==> config.mk <==
export PLATFORM = sky130hd
export DESIGN_NAME = cmm_core_end_flat
export DESIGN_NICKNAME = d
export VERILOG_FILES = /design/src/inc/cmm_pkg.sv /design/src/inc/cmm_if.sv /design/src/core/cmm_core_end.sv /design/src/flat_wrapper.sv
export VERILOG_INCLUDE_DIRS = /design/src /design/src/inc
export SDC_FILE = /design/constraint.sdc
export NUM_CORES = 1
export LEC_CHECK = 0
export BUFFER_PORTS_ARGS = -buffer_cell sky130_fd_sc_hd__clkbuf_2
export CORE_UTILIZATION = 58
export DETAILED_ROUTE_END_ITERATION = 16
export PLACE_DENSITY_LB_ADDON = 0.05
export SYNTH_ARGS = -nofsm -noshare
export SYNTH_HDL_FRONTEND = slang
export SYNTH_SLANG_ARGS = --single-unit
export TNS_END_PERCENT = 20
==> constraint.sdc <==
create_clock -name CLK -period 7.9 [get_ports CLK]
set_clock_uncertainty 0.2 [all_clocks]
set_input_delay 0.79 -clock CLK [delete_from_list [all_inputs] [get_ports CLK]]
set_output_delay 0.79 -clock CLK [all_outputs]
set_load 0.01 [all_outputs]
==> src/inc/cmm_cfg.svh <==
`ifndef CMM_CFG_SVH
`define CMM_CFG_SVH
`define CMM_PC_W 13
`define CMM_FETCH_W 10
`define CMM_RESET_VEC 13'h0000
`define CMM_IRQ_VEC 13'h0004
`define CMM_PC_ONE 13'h0001
`define CMM_SFR_TOP 7'h1f
`define CMM_GPR_BASE 7'h20
`define CMM_GPR_LAST 7'h5f
`define CMM_GPR_AW 6
`define CMM_GPR_DEPTH 64
`define CMM_STATUS_OFS 7'h03
`define CMM_FPTR_OFS 7'h04
`define CMM_PFLAGS_ADDR 8'h8e
`define CMM_TRIM_ADDR 8'h90
`define CMM_ST_BANK 5
`define CMM_ST_TO 4
`define CMM_ST_PD 3
`define CMM_ST_Z 2
`define CMM_ST_DC 1
`define CMM_ST_C 0
`define CMM_PF_POR 1
`define CMM_PF_BOD 0
`define CMM_STATUS_RST 8'h18
`define CMM_FPTR_RST 8'h00
`define CMM_PFLAGS_RST 2'h1
`define CMM_TRIM_RST 6'h20
`define CMM_TRIM_LSB 2
`define CMM_SW_ADDR 3'h0
`define CMM_SW_WDATA 3'h1
`define CMM_SW_ALU_A 3'h2
`define CMM_SW_CMD 3'h3
`define CMM_SW_RDATA 3'h4
`define CMM_SW_PC_LO 3'h5
`define CMM_SW_PC_HI 3'h6
`define CMM_CMD_WRITE 4'h1
`define CMM_CMD_READ 4'h2
`define CMM_CMD_KICK 4'h3
`define CMM_CMD_SLEEP 4'h4
`define CMM_CMD_TIMEOUT 4'h5
`define CMM_CMD_BROWNOUT 4'h6
`define CMM_CMD_STEP 4'h7
`define CMM_CMD_IRQ 4'h8
`define CMM_CMD_ADD 4'h9
`define CMM_CMD_SUB 4'ha
`define CMM_CMD_AND 4'hb
`define CMM_CMD_LOAD 4'hc
`endif

==> src/inc/cmm_pkg.sv <==
`default_nettype none
package cmm_pkg;
    typedef enum logic [1:0] {
        ALU_NONE = 2'h0,
        ALU_LOGIC = 2'h1,
        ALU_ADD = 2'h2,
        ALU_SUB = 2'h3
    } cmm_alu_t;
    typedef enum logic [2:0] {
        RG_NONE = 3'h0,
        RG_STATUS = 3'h1,
        RG_FPTR = 3'h2,
        RG_PFLAGS = 3'h3,
        RG_TRIM = 3'h4,
        RG_GPR = 3'h5
    } cmm_region_t;
endpackage
`default_nettype wire

==> src/inc/cmm_if.sv <==
`default_nettype none
interface cmm_if;
    import cmm_pkg::*;
    logic [6:0] mem_addr;
    logic mem_indirect;
    logic mem_wr;
    logic mem_rd;
    logic [7:0] mem_wdata;
    logic [7:0] mem_rdata;
    logic mem_rvalid;
    cmm_alu_t alu_kind;
    logic [7:0] alu_a;
    logic [7:0] alu_b;
    logic [7:0] alu_result;
    logic pc_step;
    logic pc_load;
    logic [12:0] pc_value;
    logic irq_take;
    logic [12:0] pc;
    logic wdt_kick;
    logic sleep_op;
    logic wdt_timeout;
    logic bod_event;
    modport dev (
        input mem_addr, mem_indirect, mem_wr, mem_rd, mem_wdata,
        input alu_kind, alu_a, alu_b, alu_result,
        input pc_step, pc_load, pc_value, irq_take,
        input wdt_kick, sleep_op, wdt_timeout, bod_event,
        output mem_rdata, mem_rvalid, pc
    );
    modport core (
        output mem_addr, mem_indirect, mem_wr, mem_rd, mem_wdata,
        output alu_kind, alu_a, alu_b, alu_result,
        output pc_step, pc_load, pc_value, irq_take,
        output wdt_kick, sleep_op, wdt_timeout, bod_event,
        input mem_rdata, mem_rvalid, pc
    );
endinterface
`default_nettype wire

==> src/core/cmm_core_end.sv <==
`include "cmm_cfg.svh"
`default_nettype none
module cmm_core_end (
    input wire logic CLK,
    input wire logic RESET,
    cmm_if.core link,
    input wire logic [2:0] SW_ADDR,
    input wire logic [7:0] SW_WDATA,
    input wire logic SW_WR,
    input wire logic SW_RD,
    output logic [7:0] SW_RDATA
);
    import cmm_pkg::*;

    logic [7:0] addr_reg;
    logic [7:0] next_addr_reg;
    logic [7:0] wdata_reg;
    logic [7:0] next_wdata_reg;
    logic [7:0] alu_a_reg;
    logic [7:0] next_alu_a_reg;
    logic [7:0] rd_hold;
    logic [7:0] next_rd_hold;
    logic [7:0] sw_rdata;
    logic [7:0] next_sw_rdata;
    logic [6:0] mem_addr;
    logic [6:0] next_mem_addr;
    logic mem_indirect;
    logic next_mem_indirect;
    logic [7:0] mem_wdata;
    logic [7:0] next_mem_wdata;
    logic [7:0] alu_b;
    logic [7:0] next_alu_b;
    logic [7:0] alu_a;
    logic [7:0] next_alu_a;
    logic [12:0] pc_value;
    logic [12:0] next_pc_value;
    cmm_alu_t alu_kind;
    cmm_alu_t next_alu_kind;
    logic [8:0] pulse;
    logic [8:0] next_pulse;
    logic cmd;
    logic [7:0] safe_wdata;

    assign cmd = SW_WR && (SW_ADDR == `CMM_SW_CMD);

    always_comb
    begin
        next_addr_reg = addr_reg;
        next_wdata_reg = wdata_reg;
        next_alu_a_reg = alu_a_reg;
        next_mem_addr = mem_addr;
        next_mem_indirect = mem_indirect;
        next_mem_wdata = mem_wdata;
        next_alu_a = alu_a;
        next_alu_b = alu_b;
        next_pc_value = pc_value;
        next_alu_kind = ALU_NONE;
        next_pulse = 9'h000;
        next_rd_hold = link.mem_rvalid ? link.mem_rdata : rd_hold;
        // Status stores reserved bits as given, so this end clears them on direct plain writes
        safe_wdata = wdata_reg;
        if (addr_reg[6:0] == `CMM_STATUS_OFS && !addr_reg[7])
            safe_wdata[7:6] = 2'h0; // RULE10
        if (SW_WR && SW_ADDR == `CMM_SW_ADDR)
            next_addr_reg = SW_WDATA;
        if (SW_WR && SW_ADDR == `CMM_SW_WDATA)
            next_wdata_reg = SW_WDATA;
        if (SW_WR && SW_ADDR == `CMM_SW_ALU_A)
            next_alu_a_reg = SW_WDATA;
        if (cmd)
        begin
            next_mem_addr = addr_reg[6:0];
            next_mem_indirect = addr_reg[7];
            next_alu_a = alu_a_reg;
            next_alu_b = wdata_reg;
            case (SW_WDATA[3:0])
                // Plain move leaves flags alone, so status takes Z, DC and C as written
                `CMM_CMD_WRITE:
                begin
                    next_pulse[0] = 1'b1; // RULE20 RULE16 RULE17
                    next_mem_wdata = safe_wdata;
                end
                `CMM_CMD_READ: next_pulse[1] = 1'b1;
                `CMM_CMD_KICK: next_pulse[2] = 1'b1;
                `CMM_CMD_SLEEP: next_pulse[3] = 1'b1;
                `CMM_CMD_TIMEOUT: next_pulse[4] = 1'b1;
                `CMM_CMD_BROWNOUT: next_pulse[5] = 1'b1;
                `CMM_CMD_STEP: next_pulse[6] = 1'b1;
                `CMM_CMD_IRQ: next_pulse[7] = 1'b1;
                `CMM_CMD_LOAD:
                begin
                    next_pulse[8] = 1'b1;
                    next_pc_value = {alu_a_reg[4:0], wdata_reg};
                end
                `CMM_CMD_ADD:
                begin
                    next_pulse[0] = 1'b1;
                    next_alu_kind = ALU_ADD;
                    next_mem_wdata = alu_a_reg + wdata_reg;
                end
                `CMM_CMD_SUB:
                begin
                    next_pulse[0] = 1'b1;
                    next_alu_kind = ALU_SUB;
                    next_mem_wdata = alu_a_reg - wdata_reg;
                end
                `CMM_CMD_AND:
                begin
                    next_pulse[0] = 1'b1;
                    next_alu_kind = ALU_LOGIC;
                    next_mem_wdata = alu_a_reg & wdata_reg;
                end
                default: next_pulse = 9'h000;
            endcase
        end
        next_sw_rdata = 8'h00;
        if (SW_RD)
        begin
            case (SW_ADDR)
                `CMM_SW_ADDR: next_sw_rdata = addr_reg;
                `CMM_SW_WDATA: next_sw_rdata = wdata_reg;
                `CMM_SW_ALU_A: next_sw_rdata = alu_a_reg;
                `CMM_SW_RDATA: next_sw_rdata = rd_hold;
                `CMM_SW_PC_LO: next_sw_rdata = link.pc[7:0];
                `CMM_SW_PC_HI: next_sw_rdata = {3'h0, link.pc[12:8]};
                default: next_sw_rdata = 8'h00;
            endcase
        end
    end

    always_ff @(posedge CLK or posedge RESET)
    begin
        if (RESET)
        begin
            addr_reg <= 8'h00;
            wdata_reg <= 8'h00;
            alu_a_reg <= 8'h00;
            rd_hold <= 8'h00;
            sw_rdata <= 8'h00;
            mem_addr <= 7'h00;
            mem_indirect <= 1'b0;
            mem_wdata <= 8'h00;
            alu_a <= 8'h00;
            alu_b <= 8'h00;
            pc_value <= 13'h0000;
            alu_kind <= ALU_NONE;
            pulse <= 9'h000;
        end
        else
        begin
            addr_reg <= next_addr_reg;
            wdata_reg <= next_wdata_reg;
            alu_a_reg <= next_alu_a_reg;
            rd_hold <= next_rd_hold;
            sw_rdata <= next_sw_rdata;
            mem_addr <= next_mem_addr;
            mem_indirect <= next_mem_indirect;
            mem_wdata <= next_mem_wdata;
            alu_a <= next_alu_a;
            alu_b <= next_alu_b;
            pc_value <= next_pc_value;
            alu_kind <= next_alu_kind;
            pulse <= next_pulse;
        end
    end

    assign link.mem_addr = mem_addr;
    assign link.mem_indirect = mem_indirect;
    assign link.mem_wdata = mem_wdata;
    assign link.alu_a = alu_a;
    assign link.alu_b = alu_b;
    assign link.alu_result = mem_wdata;
    assign link.alu_kind = alu_kind;
    assign link.pc_value = pc_value;
    assign link.mem_wr = pulse[0];
    assign link.mem_rd = pulse[1];
    assign link.wdt_kick = pulse[2];
    assign link.sleep_op = pulse[3];
    assign link.wdt_timeout = pulse[4];
    assign link.bod_event = pulse[5];
    assign link.pc_step = pulse[6];
    assign link.irq_take = pulse[7];
    assign link.pc_load = pulse[8];
    assign SW_RDATA = sw_rdata;
endmodule // cmm_core_end
`default_nettype wire

==> src/flat_wrapper.sv <==
// flat-port wrapper written by rule: the top's interface ports become plain ports
module cmm_core_end_flat import cmm_pkg::*;
  (CLK, RESET, SW_ADDR, SW_WDATA, SW_WR, SW_RD, SW_RDATA, link_mem_addr, link_mem_indirect, link_mem_wr, link_mem_rd, link_mem_wdata, link_alu_kind, link_alu_a, link_alu_b, link_alu_result, link_pc_step, link_pc_load, link_pc_value, link_irq_take, link_wdt_kick, link_sleep_op, link_wdt_timeout, link_bod_event, link_mem_rdata, link_mem_rvalid, link_pc);
  cmm_if link_i ();
  input wire logic CLK;
  input wire logic RESET;
  input wire logic [2:0] SW_ADDR;
  input wire logic [7:0] SW_WDATA;
  input wire logic SW_WR;
  input wire logic SW_RD;
  output logic [7:0] SW_RDATA;
  output wire logic [$bits(link_i.mem_addr)-1:0] link_mem_addr;
  output wire logic [$bits(link_i.mem_indirect)-1:0] link_mem_indirect;
  output wire logic [$bits(link_i.mem_wr)-1:0] link_mem_wr;
  output wire logic [$bits(link_i.mem_rd)-1:0] link_mem_rd;
  output wire logic [$bits(link_i.mem_wdata)-1:0] link_mem_wdata;
  output wire logic [$bits(link_i.alu_kind)-1:0] link_alu_kind;
  output wire logic [$bits(link_i.alu_a)-1:0] link_alu_a;
  output wire logic [$bits(link_i.alu_b)-1:0] link_alu_b;
  output wire logic [$bits(link_i.alu_result)-1:0] link_alu_result;
  output wire logic [$bits(link_i.pc_step)-1:0] link_pc_step;
  output wire logic [$bits(link_i.pc_load)-1:0] link_pc_load;
  output wire logic [$bits(link_i.pc_value)-1:0] link_pc_value;
  output wire logic [$bits(link_i.irq_take)-1:0] link_irq_take;
  output wire logic [$bits(link_i.wdt_kick)-1:0] link_wdt_kick;
  output wire logic [$bits(link_i.sleep_op)-1:0] link_sleep_op;
  output wire logic [$bits(link_i.wdt_timeout)-1:0] link_wdt_timeout;
  output wire logic [$bits(link_i.bod_event)-1:0] link_bod_event;
  input wire logic [$bits(link_i.mem_rdata)-1:0] link_mem_rdata;
  input wire logic [$bits(link_i.mem_rvalid)-1:0] link_mem_rvalid;
  input wire logic [$bits(link_i.pc)-1:0] link_pc;
  assign link_mem_addr = link_i.mem_addr;
  assign link_mem_indirect = link_i.mem_indirect;
  assign link_mem_wr = link_i.mem_wr;
  assign link_mem_rd = link_i.mem_rd;
  assign link_mem_wdata = link_i.mem_wdata;
  assign link_alu_kind = link_i.alu_kind;
  assign link_alu_a = link_i.alu_a;
  assign link_alu_b = link_i.alu_b;
  assign link_alu_result = link_i.alu_result;
  assign link_pc_step = link_i.pc_step;
  assign link_pc_load = link_i.pc_load;
  assign link_pc_value = link_i.pc_value;
  assign link_irq_take = link_i.irq_take;
  assign link_wdt_kick = link_i.wdt_kick;
  assign link_sleep_op = link_i.sleep_op;
  assign link_wdt_timeout = link_i.wdt_timeout;
  assign link_bod_event = link_i.bod_event;
  assign link_i.mem_rdata = link_mem_rdata;
  assign link_i.mem_rvalid = link_mem_rvalid;
  assign link_i.pc = link_pc;
  cmm_core_end u_core (.CLK(CLK), .RESET(RESET), .link(link_i), .SW_ADDR(SW_ADDR), .SW_WDATA(SW_WDATA), .SW_WR(SW_WR), .SW_RD(SW_RD), .SW_RDATA(SW_RDATA));
endmodule
==> impl_metrics.csv <==
group,metric,value,unit
synth,netlist_top_cells_count,"dfrtp_1 (96), mux2_2 (67), nor2_1 (22)",
critical_path,cp.arrival,3.94,ns
synth,yosysSeqAreaShare,51.19,%
grt,antenna_found_initial,0,
run,maxCapViolations,0,
layout,syn2layout_area_growth,14.88,%
pwr,internal_power,956.7,µW
cts,clockBufferDepth,2,
critical_path,crit_fanout,18,
pwr,p_switching,496.5,µW
critical_path,critPathKind,"in -> reg",
place,io_buffers,108,
route,dr.pass1.iters,4,
sta,hold_ws,0.2318,ns
synth,synthTopCellsByArea,"dfrtp_1 (51%), mux2_2 (16%), ha_1 (2.4%), buf_4 (1.8%), nor2_1 (1.8%)",
layout,n_antenna_cell,0,
grt,grt_usage,28.41,%
cts,clk_latency,0.36,ns
synth,yosysTopAreaCell,"dfrtp_1",
floorplanning,start_util,60.42,%
place,post_dp_cell_area,5186,µm²
place,pre_cts_slack,3.705,ns
synth,ys.flop_type,"dfrtp_1",
critical_path,r2r_setup_slack,4.90,ns
route,wirelength,10780,µm
cts,cts_resized,0,
sta,finalSetupViolCount,0,
route,vias_per_cell,5.769,
grt,grt_pass1_wl,18350,µm
cts,cts_num_sinks,96,
critical_path,critPathMaxStageDelay,0.94,ns
critical_path,slowest_stage,"nor4bb_1",
route,drt_iter0_drc,185,
sta,rsz0062_at_grt,"false",
route,ant_nets,0,
pwr,powerDensity,269.5,nW/µm²
pwr,pwr-share-seq,47.5,%
layout,postLayoutCoreUtil,69.41,%
synth,ys.warnings.count,0,
synth,synth_cells,390,
layout,n_fill_cell,637,
sta,worst_slew_pin_slew,1.125,ns
sta,relSlewSlack,23.99,%
critical_path,end_kind,"flop",
layout,drive_above_1_share,42.53,%
critical_path,crit_chain,"clkbuf_2 -> nor4bb_1 -> mux2_2 -> inv_1 -> ha_1 -> nor2b_1 -> o31ai_1 -> a21oi_1 -> xnor2_1 -> a221o_1",
pwr,comb_power_share,29.3,%
floorplanning,dieArea,8456,µm²
cts,root_buffer,"clkbuf_8",
layout,largest_reg_flops,13,
sta,setup_ws,4.015,ns
critical_path,required,7.95,ns
synth,syn_nets,437,
sta,period_share,49.18,%
pwr,swShare,34.16,%
synth,netlist_area,4693,µm²
synth,synth_top_area_share,51.19,%
layout,nNetsFinal,524,
layout,top_regs,"u_core.link.pc_value (13), u_core.pulse (9)",
pwr,vdd_drop_max,0.1564,mV
synth,yosysMostFrequentCell,"dfrtp_1",
cts,clkTransAtPathRegs,0.10,ns
sta,fin_setup_tns,0,ns
critical_path,r2r-end,"u_core.link.alu_result[7]",
route,drc,0,
synth,avgSynthCellArea,12.03,µm²
sta,finalMaxSlewViolations,0,
critical_path,rr_worst_depth,10,
floorplanning,die_w,91.96,µm
synth,synth_cell_type_count,57,
floorplanning,core,7767,µm²
synth,synth-seq-cells,96,
place,place_inst,568,
floorplanning,io_pins,109,
sta,fmax,257.4,MHz
cts,numCtsBuffers,9,
critical_path,r2r_start,"u_core.wdata_reg[1]",
route,num_vias,3369,
route,wl_per_cell,18.47,µm
cts,cts_setup_buffers,0,
cts,ctsHoldBuffers,0,
synth,async_flop_share,100.0,%
status,outcome,"complete, no violations",
floorplanning,die-height,91.96,µm
layout,stdcell_count,584,
synth,synth-edff-count,0,
place,dp_hpwl,7585,µm
place,gp_congestion,0.8764,
cts,cts_tree,"done",
pwr,totalPowerFinal,1.453,mW
sta,hold_violations,0,
critical_path,crit_path_start_kind,"primary input",
cts,cts-htree-levels,3,
layout,top_register,"u_core.link.pc_value",
grt,gr-total-overflow,0,
grt,grt_pass1_vias,3464,
layout,design_area,5391,µm²
worst_hold_path,hold_class,"in -> async",
pwr,power.leakage,2.610,nW
floorplanning,num_rows,32,
grt,grt_max_degree,58,
pwr,p_clk_share,23.2,%
sta,fin_crit,3.885,ns
[power by group through the flow]
stage | Combinational, mW | Sequential, mW | Clock, mW
6_report | 0.425 | 0.690 | 0.338
2_1_floorplan | 0.291 | 0.680 | 0
3_3_place_gp | 0.418 | 0.693 | 0
5_1_grt | 0.475 | 0.703 | 0.363
4_1_cts | 0.428 | 0.690 | 0.343
3_5_place_dp | 0.425 | 0.700 | 0
[cell type report]
cell class                 count  area (µm²)  share of cell area, %
sequential                    96        2402                  44.56
multi-input combinational    252        2072                  38.43
timing repair buffer         109       548.0                  10.16
clock buffer                  11       141.4                  2.622
tap                          102       127.6                  2.367
clock inverter                 5       63.81                  1.184
inverter                       9       36.28                 0.6730
[cell usage in the layout (no fill, tap or decap), drive strengths merged, types with 8 or more instances in the layout]
master | synthesis | final
a21oi | 12 | 12
clkbuf | 10 | 119
dfrtp | 96 | 96
ha | 9 | 9
inv | 9 | 11
mux2 | 67 | 67
mux2i | 8 | 8
nand2 | 19 | 19
nor2 | 22 | 22
o21ai | 14 | 14
xnor2 | 10 | 10
[metal layers]
layer,up-vias,routed length [µm],GRT usage [%]
met2,134,5033,44.28
li1,1568,-,-
met3,10,721,6.633
met5,-,0,0
met1,1657,4934,40.01
met4,0,94,7.943
[worst max-delay path, delay by kind of cell]
family	cells	cell delay, ns
AO/OA/AOI/OAI	3	0.85
XOR/XNOR	1	0.15
adder cells (fa/ha/maj)	1	0.21
buffers and inverters	2	0.38
multiplexers	1	0.46
AND/OR/NAND/NOR	2	1.08
[logic make-up after synthesis]
logic type | after synthesis | share of synthesized area [%]
mux | 77 | 18.74
simple gates | 83 | 10.13
xor+xnor | 10 | 2.026
compound gates | 72 | 10.42
fa+ha+maj | 10 | 2.826
flops | 96 | 51.19
buf+inv | 42 | 4.665
[worst max path at each step]
stage                      from                         to
floorplan                 RESET         u_core.SW_RDATA[0]
global placement    SW_WDATA[1]  u_core.link.alu_result[7]
detailed placement  SW_WDATA[1]  u_core.link.alu_result[7]
CTS                 SW_WDATA[1]  u_core.link.alu_result[7]
global route        SW_WDATA[1]  u_core.link.alu_result[7]
finish              SW_WDATA[1]  u_core.link.alu_result[7]
Power figures use the tool's default switching activity.
